$ cat config.mk
export PLATFORM = sky130hd
export DESIGN_NAME = power_mode_clock_control
export DESIGN_NICKNAME = d
export VERILOG_FILES = /design/src/hw/power_clock_pkg.sv /design/src/hw/power_mode_clock_control.sv /design/src/hw/clock_scaler.sv
export SDC_FILE = /design/constraint.sdc
export NUM_CORES = 1
export LEC_CHECK = 0
export BUFFER_PORTS_ARGS = -buffer_cell sky130_fd_sc_hd__buf_2
export CAP_MARGIN = 15
export CORE_UTILIZATION = 36
export CTS_BUF_LIST = sky130_fd_sc_hd__clkbuf_16
export DETAILED_ROUTE_END_ITERATION = 12
export PLACE_DENSITY_LB_ADDON = 0.3
export SLEW_MARGIN = 20
export SYNTH_ARGS = -nofsm -noshare
export SYNTH_HDL_FRONTEND = slang
export SYNTH_SLANG_ARGS = --single-unit
export TNS_END_PERCENT = 5
$ cat constraint.sdc
create_clock -name clk_sys -period 3.6 [get_ports clk_sys]
set_input_delay 0.54 -clock clk_sys [delete_from_list [all_inputs] [get_ports clk_sys]]
set_output_delay 0.54 -clock clk_sys [all_outputs]
set_load 0.01 [all_outputs]
$ cat src/hw/power_clock_pkg.sv
// power_clock_pkg: register map, field positions, reset values, encodings
// and timing counts for the power-mode and system-clock control block.
// assumes a 100 MHz controlling clock and an 8-bit register port.
package power_clock_pkg;

    localparam int ADDR_W = 4;
    localparam int DATA_W = 8;

    // register offsets
    localparam logic [3:0] OFF_POWER_CONTROL_FIRST = 4'h0;
    localparam logic [3:0] OFF_POWER_CONTROL_SECOND = 4'h1;
    localparam logic [3:0] OFF_REGULATOR_CONTROL = 4'h2;
    localparam logic [3:0] OFF_CLOCK_SELECT = 4'h3;
    localparam logic [3:0] OFF_PRESCALE = 4'h4;
    localparam logic [3:0] OFF_PERIPH_CLOCK_ENABLE = 4'h5;
    localparam logic [3:0] OFF_WAKE_ENABLE = 4'h6;
    localparam logic [3:0] OFF_STATUS = 4'h7;

    // power_control_first fields
    localparam int BIT_IDLE = 0;
    localparam int BIT_STOP = 1;
    // power_control_second fields
    localparam int BIT_SUSPEND = 0;
    localparam int BIT_SNOOZE = 1;
    // regulator_control fields
    localparam int BIT_STOP_CONFIG = 0;
    // clock_select fields
    localparam int POS_SOURCE = 0;
    localparam int POS_EXT_KIND = 2;
    localparam int POS_DIVIDER = 4;
    // prescale fields
    localparam int BIT_PRE_24M = 0;
    localparam int BIT_PRE_49M = 1;
    // status fields
    localparam int POS_MODE = 0;
    localparam int BIT_HF24_ON = 4;
    localparam int BIT_HF49_ON = 5;
    localparam int BIT_LOW_BIAS = 6;

    // clock source encodings
    localparam logic [1:0] SRC_HF_OSC_24M = 2'h0;
    localparam logic [1:0] SRC_HF_OSC_49M = 2'h1;
    localparam logic [1:0] SRC_LOW_FREQ_OSC = 2'h2;
    localparam logic [1:0] SRC_EXTERNAL = 2'h3;
    // external clock kinds
    localparam logic [1:0] EXT_RC = 2'h0;
    localparam logic [1:0] EXT_CMOS = 2'h1;
    localparam logic [1:0] EXT_CRYSTAL = 2'h2;

    // reset values: 24.5 MHz source, divide by 8
    localparam logic [1:0] RESET_SOURCE = SRC_HF_OSC_24M;
    localparam logic [2:0] RESET_DIVIDER = 3'h3;
    localparam logic [7:0] RESET_PERIPH_CLOCK_ENABLE = 8'h00;
    localparam logic [3:0] RESET_WAKE_ENABLE = 4'h0;

    // oscillator restart time before the core clock is ungated
    localparam int CLK_PERIOD_NS = 10;
    localparam int OSC_START_NS = 2000;
    localparam int OSC_START_CYCLES = (OSC_START_NS + CLK_PERIOD_NS - 1) / CLK_PERIOD_NS;

    typedef enum logic [2:0] {
        MODE_NORMAL,
        MODE_IDLE,
        MODE_SUSPEND,
        MODE_SNOOZE,
        MODE_STOP,
        MODE_SHUTDOWN,
        MODE_WAKE
    } power_mode_type;

endpackage

$ cat src/hw/power_mode_clock_control.sv
// power_mode_clock_control: power-mode sequencing and system clock control.
// assumes oscillator ticks are one-cycle enables on clk_sys, reset_n is the
// merged reset of every reset source, and wake inputs may be asynchronous.
//
// Overview of operation
// - idle stops core clock only, interrupt wakes
// - suspend gates clocks, stops fast oscillators, normal bias
// - snooze as suspend with low regulator bias
// - timers 3/4 run; listed events wake suspend
// - stop powers down nets, any reset exits
// - shutdown with stop-config, only pin/POR exit
// - reset gives 24.5 MHz source divided by 8
// - divider offers 1 to 128 in powers two
// - both fast oscillators offer 1.5x pre-scale
// - unused peripheral clocks are gated off
// - sources are 24.5M, 49M, 80k, external
`timescale 1ns/1ps
`default_nettype none

module power_mode_clock_control (
    input wire logic clk_sys,
    input wire logic reset_n,
    input wire logic [3:0] reg_addr,
    input wire logic [7:0] reg_wr_data,
    input wire logic reg_wr,
    input wire logic reg_rd,
    output logic [7:0] reg_rd_data,
    input wire logic hf_osc_24m_tick,
    input wire logic hf_osc_49m_tick,
    input wire logic low_freq_osc_tick,
    input wire logic external_clock_source_tick,
    input wire logic any_interrupt,
    input wire logic timer4_event,
    input wire logic spi_activity,
    input wire logic i2c_slave_activity,
    input wire logic port_match,
    input wire logic comparator0_level,
    input wire logic [3:0] logic_unit_n_irq,
    output logic core_clk_en,
    output logic [7:0] periph_clk_en,
    output logic timer34_lf_clk_en,
    output logic hf_osc_24m_enable,
    output logic hf_osc_49m_enable,
    output logic [1:0] external_clock_kind,
    output logic regulator_low_bias,
    output logic power_nets_off,
    output logic pin_retain,
    output logic reset_pin_por_only
);

    power_clock_pkg::power_mode_type mode_reg;
    power_clock_pkg::power_mode_type mode_next;
    logic idle_req_reg, idle_req_next;
    logic stop_req_reg, stop_req_next;
    logic suspend_req_reg, suspend_req_next;
    logic snooze_req_reg, snooze_req_next;
    logic stop_config_reg, stop_config_next;
    logic [1:0] source_reg, source_next;
    logic [1:0] ext_kind_reg, ext_kind_next;
    logic [2:0] divider_reg, divider_next;
    logic [1:0] prescale_reg, prescale_next;
    logic [7:0] periph_en_reg, periph_en_next;
    logic [3:0] wake_en_reg, wake_en_next;
    logic [7:0] rd_data_reg, rd_data_next;
    logic [7:0] osc_cnt_reg, osc_cnt_next;
    logic [8:0] sync1_reg;
    logic [8:0] sync2_reg;
    logic cmp0_prev_reg;
    logic core_en_reg, core_en_next;
    logic [7:0] periph_clk_reg, periph_clk_next;
    logic lf_en_reg, lf_en_next;
    logic src_tick;
    logic src_prescale;
    logic scaled_tick;
    logic wake_event;
    logic cmp0_fall;
    logic low_power;

    localparam logic [7:0] OSC_START = 8'(power_clock_pkg::OSC_START_CYCLES);

    // register offset hit for a strobe
    function automatic logic hit(input logic [3:0] addr, input logic [3:0] off);
        hit = (addr == off);
    endfunction

    // wake inputs cross from other clocks, two flops before use
    always_ff @(posedge clk_sys or negedge reset_n) begin
        if (!reset_n) begin
            sync1_reg <= 9'h000;
            sync2_reg <= 9'h000;
            cmp0_prev_reg <= 1'b0;
        end else begin
            sync1_reg <= {comparator0_level, logic_unit_n_irq, port_match, i2c_slave_activity,
                          spi_activity, timer4_event};
            sync2_reg <= sync1_reg;
            cmp0_prev_reg <= sync2_reg[8];
        end
    end

    assign cmp0_fall = cmp0_prev_reg && !sync2_reg[8];
    assign wake_event = (|sync2_reg[3:0]) || cmp0_fall || (|(sync2_reg[7:4] & wake_en_reg));

    // source selection among the four clock sources
    always_comb begin
        src_tick = hf_osc_24m_tick;
        src_prescale = prescale_reg[power_clock_pkg::BIT_PRE_24M];
        case (source_reg)
            power_clock_pkg::SRC_HF_OSC_49M: begin
                src_tick = hf_osc_49m_tick;
                src_prescale = prescale_reg[power_clock_pkg::BIT_PRE_49M];
            end
            power_clock_pkg::SRC_LOW_FREQ_OSC: begin
                src_tick = low_freq_osc_tick;
                src_prescale = 1'b0;
            end
            power_clock_pkg::SRC_EXTERNAL: begin
                src_tick = external_clock_source_tick;
                src_prescale = 1'b0;
            end
            default: begin
                src_tick = hf_osc_24m_tick;
            end
        endcase
    end

    clock_scaler scaler (
        .clk_sys(clk_sys),
        .reset_n(reset_n),
        .src_tick(src_tick),
        .prescale_en(src_prescale),
        .div_sel(divider_reg),
        .tick_out(scaled_tick)
    );

    // mode sequencing and register writes
    always_comb begin
        mode_next = mode_reg;
        idle_req_next = idle_req_reg;
        stop_req_next = stop_req_reg;
        suspend_req_next = suspend_req_reg;
        snooze_req_next = snooze_req_reg;
        osc_cnt_next = osc_cnt_reg;
        case (mode_reg)
            power_clock_pkg::MODE_NORMAL: begin
                if (stop_req_reg && stop_config_reg) begin
                    mode_next = power_clock_pkg::MODE_SHUTDOWN;
                end else if (stop_req_reg) begin
                    mode_next = power_clock_pkg::MODE_STOP;
                end else if (suspend_req_reg) begin
                    mode_next = power_clock_pkg::MODE_SUSPEND;
                end else if (snooze_req_reg) begin
                    mode_next = power_clock_pkg::MODE_SNOOZE;
                end else if (idle_req_reg) begin
                    mode_next = power_clock_pkg::MODE_IDLE;
                end
            end
            power_clock_pkg::MODE_IDLE: begin
                if (any_interrupt) begin
                    idle_req_next = 1'b0;
                    mode_next = power_clock_pkg::MODE_NORMAL;
                end
            end
            power_clock_pkg::MODE_SUSPEND, power_clock_pkg::MODE_SNOOZE: begin
                if (wake_event) begin
                    suspend_req_next = 1'b0;
                    snooze_req_next = 1'b0;
                    osc_cnt_next = OSC_START;
                    mode_next = power_clock_pkg::MODE_WAKE;
                end
            end
            power_clock_pkg::MODE_WAKE: begin
                // oscillator settles before the core clock returns
                if (osc_cnt_reg <= 8'h01) begin
                    osc_cnt_next = 8'h00;
                    mode_next = power_clock_pkg::MODE_NORMAL;
                end else begin
                    osc_cnt_next = osc_cnt_reg - 8'h01;
                end
            end
            default: begin
                // stop and shutdown are left only through reset
                mode_next = mode_reg;
            end
        endcase
        // a write in the same cycle wins over the hardware clear
        if (reg_wr && hit(reg_addr, power_clock_pkg::OFF_POWER_CONTROL_FIRST)) begin
            idle_req_next = reg_wr_data[power_clock_pkg::BIT_IDLE];
            stop_req_next = reg_wr_data[power_clock_pkg::BIT_STOP];
        end
        if (reg_wr && hit(reg_addr, power_clock_pkg::OFF_POWER_CONTROL_SECOND)) begin
            suspend_req_next = reg_wr_data[power_clock_pkg::BIT_SUSPEND];
            snooze_req_next = reg_wr_data[power_clock_pkg::BIT_SNOOZE];
        end
    end

    // configuration registers and read port
    always_comb begin
        stop_config_next = stop_config_reg;
        source_next = source_reg;
        ext_kind_next = ext_kind_reg;
        divider_next = divider_reg;
        prescale_next = prescale_reg;
        periph_en_next = periph_en_reg;
        wake_en_next = wake_en_reg;
        rd_data_next = 8'h00;
        if (reg_wr) begin
            if (hit(reg_addr, power_clock_pkg::OFF_REGULATOR_CONTROL)) begin
                stop_config_next = reg_wr_data[power_clock_pkg::BIT_STOP_CONFIG];
            end else if (hit(reg_addr, power_clock_pkg::OFF_CLOCK_SELECT)) begin
                source_next = reg_wr_data[power_clock_pkg::POS_SOURCE +: 2];
                ext_kind_next = reg_wr_data[power_clock_pkg::POS_EXT_KIND +: 2];
                divider_next = reg_wr_data[power_clock_pkg::POS_DIVIDER +: 3];
            end else if (hit(reg_addr, power_clock_pkg::OFF_PRESCALE)) begin
                prescale_next = reg_wr_data[1:0];
            end else if (hit(reg_addr, power_clock_pkg::OFF_PERIPH_CLOCK_ENABLE)) begin
                periph_en_next = reg_wr_data;
            end else if (hit(reg_addr, power_clock_pkg::OFF_WAKE_ENABLE)) begin
                wake_en_next = reg_wr_data[3:0];
            end
        end
        if (reg_rd) begin
            if (hit(reg_addr, power_clock_pkg::OFF_POWER_CONTROL_FIRST)) begin
                rd_data_next = {6'h00, stop_req_reg, idle_req_reg};
            end else if (hit(reg_addr, power_clock_pkg::OFF_POWER_CONTROL_SECOND)) begin
                rd_data_next = {6'h00, snooze_req_reg, suspend_req_reg};
            end else if (hit(reg_addr, power_clock_pkg::OFF_REGULATOR_CONTROL)) begin
                rd_data_next = {7'h00, stop_config_reg};
            end else if (hit(reg_addr, power_clock_pkg::OFF_CLOCK_SELECT)) begin
                rd_data_next = {1'b0, divider_reg, ext_kind_reg, source_reg};
            end else if (hit(reg_addr, power_clock_pkg::OFF_PRESCALE)) begin
                rd_data_next = {6'h00, prescale_reg};
            end else if (hit(reg_addr, power_clock_pkg::OFF_PERIPH_CLOCK_ENABLE)) begin
                rd_data_next = periph_en_reg;
            end else if (hit(reg_addr, power_clock_pkg::OFF_WAKE_ENABLE)) begin
                rd_data_next = {4'h0, wake_en_reg};
            end else if (hit(reg_addr, power_clock_pkg::OFF_STATUS)) begin
                rd_data_next = {1'b0, regulator_low_bias, hf_osc_49m_enable, hf_osc_24m_enable,
                                1'b0, mode_reg};
            end
        end
    end

    assign low_power = (mode_reg == power_clock_pkg::MODE_SUSPEND) ||
                       (mode_reg == power_clock_pkg::MODE_SNOOZE);

    // clock enable pulses per mode
    always_comb begin
        core_en_next = 1'b0;
        periph_clk_next = 8'h00;
        lf_en_next = 1'b0;
        if (mode_reg == power_clock_pkg::MODE_NORMAL) begin
            core_en_next = scaled_tick;
            periph_clk_next = {8{scaled_tick}} & periph_en_reg;
        end else if (mode_reg == power_clock_pkg::MODE_IDLE) begin
            periph_clk_next = {8{scaled_tick}} & periph_en_reg;
        end
        if (low_power) begin
            lf_en_next = low_freq_osc_tick;
        end
    end

    always_ff @(posedge clk_sys or negedge reset_n) begin
        if (!reset_n) begin
            mode_reg <= power_clock_pkg::MODE_NORMAL;
            idle_req_reg <= 1'b0;
            stop_req_reg <= 1'b0;
            suspend_req_reg <= 1'b0;
            snooze_req_reg <= 1'b0;
            stop_config_reg <= 1'b0;
            source_reg <= power_clock_pkg::RESET_SOURCE;
            ext_kind_reg <= power_clock_pkg::EXT_RC;
            divider_reg <= power_clock_pkg::RESET_DIVIDER;
            prescale_reg <= 2'h0;
            periph_en_reg <= power_clock_pkg::RESET_PERIPH_CLOCK_ENABLE;
            wake_en_reg <= power_clock_pkg::RESET_WAKE_ENABLE;
            rd_data_reg <= 8'h00;
            osc_cnt_reg <= 8'h00;
            core_en_reg <= 1'b0;
            periph_clk_reg <= 8'h00;
            lf_en_reg <= 1'b0;
        end else begin
            mode_reg <= mode_next;
            idle_req_reg <= idle_req_next;
            stop_req_reg <= stop_req_next;
            suspend_req_reg <= suspend_req_next;
            snooze_req_reg <= snooze_req_next;
            stop_config_reg <= stop_config_next;
            source_reg <= source_next;
            ext_kind_reg <= ext_kind_next;
            divider_reg <= divider_next;
            prescale_reg <= prescale_next;
            periph_en_reg <= periph_en_next;
            wake_en_reg <= wake_en_next;
            rd_data_reg <= rd_data_next;
            osc_cnt_reg <= osc_cnt_next;
            core_en_reg <= core_en_next;
            periph_clk_reg <= periph_clk_next;
            lf_en_reg <= lf_en_next;
        end
    end

    assign reg_rd_data = rd_data_reg;
    assign core_clk_en = core_en_reg;
    assign periph_clk_en = periph_clk_reg;
    assign timer34_lf_clk_en = lf_en_reg;
    assign external_clock_kind = ext_kind_reg;
    // fast oscillators stop in suspend, snooze, stop and shutdown
    assign hf_osc_24m_enable = (mode_reg == power_clock_pkg::MODE_NORMAL) ||
                               (mode_reg == power_clock_pkg::MODE_IDLE) ||
                               (mode_reg == power_clock_pkg::MODE_WAKE);
    assign hf_osc_49m_enable = hf_osc_24m_enable && (source_reg == power_clock_pkg::SRC_HF_OSC_49M);
    assign regulator_low_bias = (mode_reg == power_clock_pkg::MODE_SNOOZE);
    assign power_nets_off = (mode_reg == power_clock_pkg::MODE_STOP) ||
                            (mode_reg == power_clock_pkg::MODE_SHUTDOWN);
    assign pin_retain = power_nets_off;
    assign reset_pin_por_only = (mode_reg == power_clock_pkg::MODE_SHUTDOWN);

endmodule

`default_nettype wire

$ cat src/hw/clock_scaler.sv
// clock_scaler: turns a source tick into a scaled enable pulse, with an
// optional 1.5x pre-scaler ahead of a divide by 2^div_sel.
// assumes src_tick is a one-cycle enable on clk_sys.
`timescale 1ns/1ps
`default_nettype none

module clock_scaler (
    input wire logic clk_sys,
    input wire logic reset_n,
    input wire logic src_tick,
    input wire logic prescale_en,
    input wire logic [2:0] div_sel,
    output logic tick_out
);

    logic [1:0] pre_reg;
    logic [1:0] pre_next;
    logic [6:0] div_reg;
    logic [6:0] div_next;
    logic tick_reg;
    logic tick_next;
    logic pre_tick;
    logic [6:0] div_limit;

    // 1.5x pre-scale: two of every three source ticks pass
    always_comb begin
        pre_next = pre_reg;
        pre_tick = src_tick;
        if (prescale_en && src_tick) begin
            pre_next = (pre_reg == 2'h2) ? 2'h0 : pre_reg + 2'h1;
            pre_tick = (pre_reg != 2'h2);
        end
    end

    assign div_limit = 7'((8'h01 << div_sel) - 8'h01);

    // divide by 1, 2, 4 ... 128
    always_comb begin
        div_next = div_reg;
        tick_next = 1'b0;
        if (pre_tick) begin
            if (div_reg >= div_limit) begin
                div_next = 7'h00;
                tick_next = 1'b1;
            end else begin
                div_next = div_reg + 7'h01;
            end
        end
    end

    always_ff @(posedge clk_sys or negedge reset_n) begin
        if (!reset_n) begin
            pre_reg <= 2'h0;
            div_reg <= 7'h00;
            tick_reg <= 1'b0;
        end else begin
            pre_reg <= pre_next;
            div_reg <= div_next;
            tick_reg <= tick_next;
        end
    end

    assign tick_out = tick_reg;

endmodule

`default_nettype wire

Word-level counts from Yosys, hierarchy flattened
Cells that the tools add are included.
Widths: inputs -> output; s select.

cells by class
  shift operators = 1
  bitwise logic cells = 6
  multiplexer cells = 39
  magnitude comparators = 2
  reduce and logical (&&, ||, !) cells = 34
  equality and inequality tests = 22
  $add $sub $neg = 4

operators by type and width
  operator             number
  $mux 8               11
  $mux 3               8
  $mux 7               3
  $eq 4x3->1 const B   4
  $pmux 8 s2           1
  $mux 1               12
  $pmux 3 s4           1
  $reduce_and 5->1     2
  $reduce_bool 2->1    5
  $eq 3x3->1 const B   3
  $and 8x8->8          1
  $eq 4x2->1 const B   2
  $le 8x1->1 const B   1
  $ne 2x2->1 const B   4
  $reduce_and 2->1     4
  $reduce_or 4->1      2
  $sub 8x1->8 const B  1
  $add 7x1->7 const B  1
  $ge 7x7->1           1
  $shl 1x3->7 const A  1
  $sub 7x1->7 const B  1
  $eq 2x2->1 const B   3
  $eq 3x2->1 const B   2
  $logic_and 1x1->1    6
  19 further kinds     28

storage, ports and cells
  logic and storage cells = 131
  register bits = 84
  output and inout port bits = 26
  input port bits = 30

Longest topological paths before layout
  depth in word-level cells = 13
  mapped depth = 6
  mapped depth without buffers = 6

Modules after synthesis
A second synthesis with hierarchy kept.

second synthesis, totals
  cell total of the unflattened synthesis = 336
  area, all modules = 3871.2 µm²

modules (own cells, without submodules)
  module                    area each (µm²)  cells each  seq. area each (µm²)  instances
  power_mode_clock_control  3204.3           266         1854.3                1
  clock_scaler              666.9            70          250.2                 1

Worst setup path after synthesis
OpenSTA, ideal clock, no wires.

  kind = reg2reg
  from = register divider_reg[2]
  to = register scaler.div_reg[3]
  period minus slack after synthesis = 2062 ps
  stages on the path, launching flop included = 7
  slack = 1538 ps
  buffers on the path = 0
  required time = 3474 ps
  library setup time = 126 ps
  arrival time = 1936 ps
  cell sequence = dfrtp_1 or3_1 ha_1 nor2b_1 o21ai_0 a211oi_2 a221o_1

on the way
  cells in the longest elaborated chain, start to end = 4

ends and longest elaborated chain
  element                 RTL line                         RTL
  start, declared         power_mode_clock_control.sv:60   logic [2:0] divider_reg, divider_next;
  start signal, assigned  power_mode_clock_control.sv:272  divider_reg <= power_clock_pkg::RESET_DIVIDER;
  start signal, assigned  power_mode_clock_control.sv:290  divider_reg <= divider_next;
  $shl 1x3->7             clock_scaler.sv:35               assign div_limit = 7'((8'h01 << div_sel) - 8'h01);
  $sub 7x1->7             clock_scaler.sv:35
  $ge 7x7->1              clock_scaler.sv:42               if (div_reg >= div_limit) begin
  $mux 7                  clock_scaler.sv:42
  end signal, assigned    clock_scaler.sv:58               div_reg <= div_next;
  end, declared           clock_scaler.sv:18               logic [6:0] div_reg;

No other way between the ends.
A chain may end at the register's enable or synchronous reset.

Worst setup path after layout
  from = register divider_reg[2]
  to = register scaler.div_reg[6]

Same word-level chain as after synthesis.

==> impl_metrics.ini <==
[detailed_routing]
drtAntennaViolNets = 0
totalWireLength_mm = 8.500
drt-vias-per-instance = 5.289
drcViolationCount = 0
vias = 2840
drtPass1Iterations = 4
wl_per_cell_um = 15.83
drt_iter0_markers = 110

[grt]
grt_max_degree = 85
grt_usage_pct = 16.62
gr-total-overflow = 0
grt_pass1_wl_mm = 14.43
grt_pass1_vias = 2783
antenna_found_initial = 0

[placement]
gp_congestion = 0.7989
pre_cts_slack_ns = 1.312
port-buffer-count = 55
dpl.hpwl_mm = 6.110

[critical_path]
endpoint_kind = flop
slowest_stage = o21ai_0
critical_path_buf_inv_count = 0
cpLargestDelayFamily = compound AO/OA/AOI/OAI gates
cp.required_ns = 3.81
start_kind = flop
path_cells = or3_1, ha_1, nor2b_1, o21ai_0, a211oi_2, a221o_1
path_class = flop to flop
crit_path_max_fanout = 8
r2r_cells = 6
worst-path-stages = 6
worstPathArrival_ns = 2.55
max_stage_delay_ns = 0.51

[power]
power_w = 0.003243
leakage_nw = 2.136
p_per_area_nw_per_um2 = 700.1
ir_drop_uv = 320.4

[sta]
fin_skew_ns = 0.009704
worst-slew-pin-transition_ns = 0.7740
rsz0062_at_grt = no
timing.fmax_mhz = 428.2
slew_viol_final = 0
setup_tns_ns = 0
fin_crit_sh_pct = 64.86
whs_ns = 0.2410
setup_ws_ns = 1.265
maxSlewHeadroom_pct = 48.40
hold_violations = 0
fin_crit_ns = 2.335
setup_viol = 0

[synthesis]
ys_types = 58
yosysTopAreaCellShare_pct = 52.48
synth_area_per_cell_um2 = 11.53
ys_ff_latch = 84
syn_area_um2 = 3910
async_flop_share_pct = 100.0
synth_cells = 339
yosys_warnings = 0
ys_top_cells_by_area = dfrtp_1, mux2_2, ha_1
yosysMostFrequentCell = dfrtp_1
yosysTopAreaCell = dfrtp_1
syn-num-nets = 379
yosys-top-cells-count = dfrtp_1, nand2_1, mux2_2
synthFlopType = dfrtp_1
ys_seq_area_share_pct = 53.82
synth_edf_count = 0

[final_layout]
syn2layout_area_growth_pct = 18.46
nNetsFinal = 436
multi_input_area_um2 = 1713
seq_area_um2 = 2105
n_antenna_cell = 0
layout-drive-gt1-share_pct = 28.68
fill_cells = 1020

[clocking]
cts_tree = built
numCtsBuffers = 9
cts_hold_buffers = 0
post_cts_resized = 0
cts_setup_buffers = 0
insertion_delay_ns = 0.33
clock-root-buffer = clkbuf_16
clockBufferDepth = 2
cts.sinks = 84
clk_pin_slew_ns = 0.06
cts_max_level = 3

[outcome]
status = finished, final reports clean

[die]
initial_utilization_pct = 37.54
core-area_um2 = 10420
io_pins = 56
die_h_um = 106.2
core.rowCount = 37
fp.dieW_um = 106.2
die_area_um2 = 11280

[flow_run]
cap_violations = 0

[hold_path]
hp-class = primary input to asynchronous set/reset pin
## per-stage QoR
step                cell area [µm²]  util, %  cells
floorplan                      3910        -    339
global placement               4310    41.38    521
detailed placement             4310    41.38    521
CTS                            4628    44.43    537
global route                   4632    44.47    537
finish                         4632    44.47    537
## cell usage in the layout, fill, tap and decap left out, types with 4 or more instances in the layout
cell and count:
and3_1 11, nand3b_1 7, a21oi_1 14, ha_1 10, mux2i_1 4, nor2_1 20
clkbuf_16 9, nand2b_1 6, dfrtp_1 82, nor2b_1 5, mux2_2 23, nand2_1 29
or3_1 6, nand3_1 5, o21ai_0 20, inv_1 11, nor3_1 8, buf_2 54
## routing by layer
| layer | vias up | part of all wire (%) | track usage (%) |
|---|---|---|---|
| li1 | 1363 | - | - |
| met2 | 62 | 48 | 25.28 |
| met1 | 1410 | 47 | 23.66 |
| met4 | 0 | 0.92 | 4.960 |
| met5 | - | 0 | 0 |
| met3 | 5 | 3.7 | 3.679 |
## where the power goes
part	switching, W	internal, W
combinational	0.000492	0.000424
clock	0.000367	0.000605
sequential	0.000222	0.00113
## cell type report
class | instances | share of cell area, %
Clock buffer | 9 | 4.862
Inverter | 10 | 0.8104
Timing Repair Buffer | 56 | 6.240
Clock inverter | 7 | 1.999
Multi-Input combinational cell | 235 | 36.98
Tap cell | 136 | 3.674
Sequential cell | 84 | 45.43
## final timing paths
| kind | start | endpoint | slack (ns) |
|---|---|---|---|
| setup / recovery | divider_reg[2]$_DFFE_PN0P_ | scaler.div_reg[6]$_DFFE_PN0N_ | 1.26 |
| hold / removal | reset_n | sync2_reg[1]$_DFF_PN0_ | 0.24 |
| setup reg to reg | divider_reg[2]$_DFFE_PN0P_ | scaler.div_reg[6]$_DFFE_PN0N_ | 1.26 |
| hold reg to reg | sync1_reg[2]$_DFF_PN0_ | sync2_reg[2]$_DFF_PN0_ | 0.35 |
| max in group asynchronous | reset_n | idle_req_reg$_DFFE_PN0P_ | 2.80 |
| min in group clk_sys | i2c_slave_activity | sync1_reg[2]$_DFF_PN0_ | 0.32 |
## logic make-up after synthesis
family	Yosys count	synth area share, %
AOI/OAI and AO/OA	75	14.62
adders and majority gates	10	3.200
buffers and inverters	20	2.368
DFF	84	53.82
muxes	30	9.376
and+or+nand+nor	120	16.61
Power figures use the tool's default switching activity.
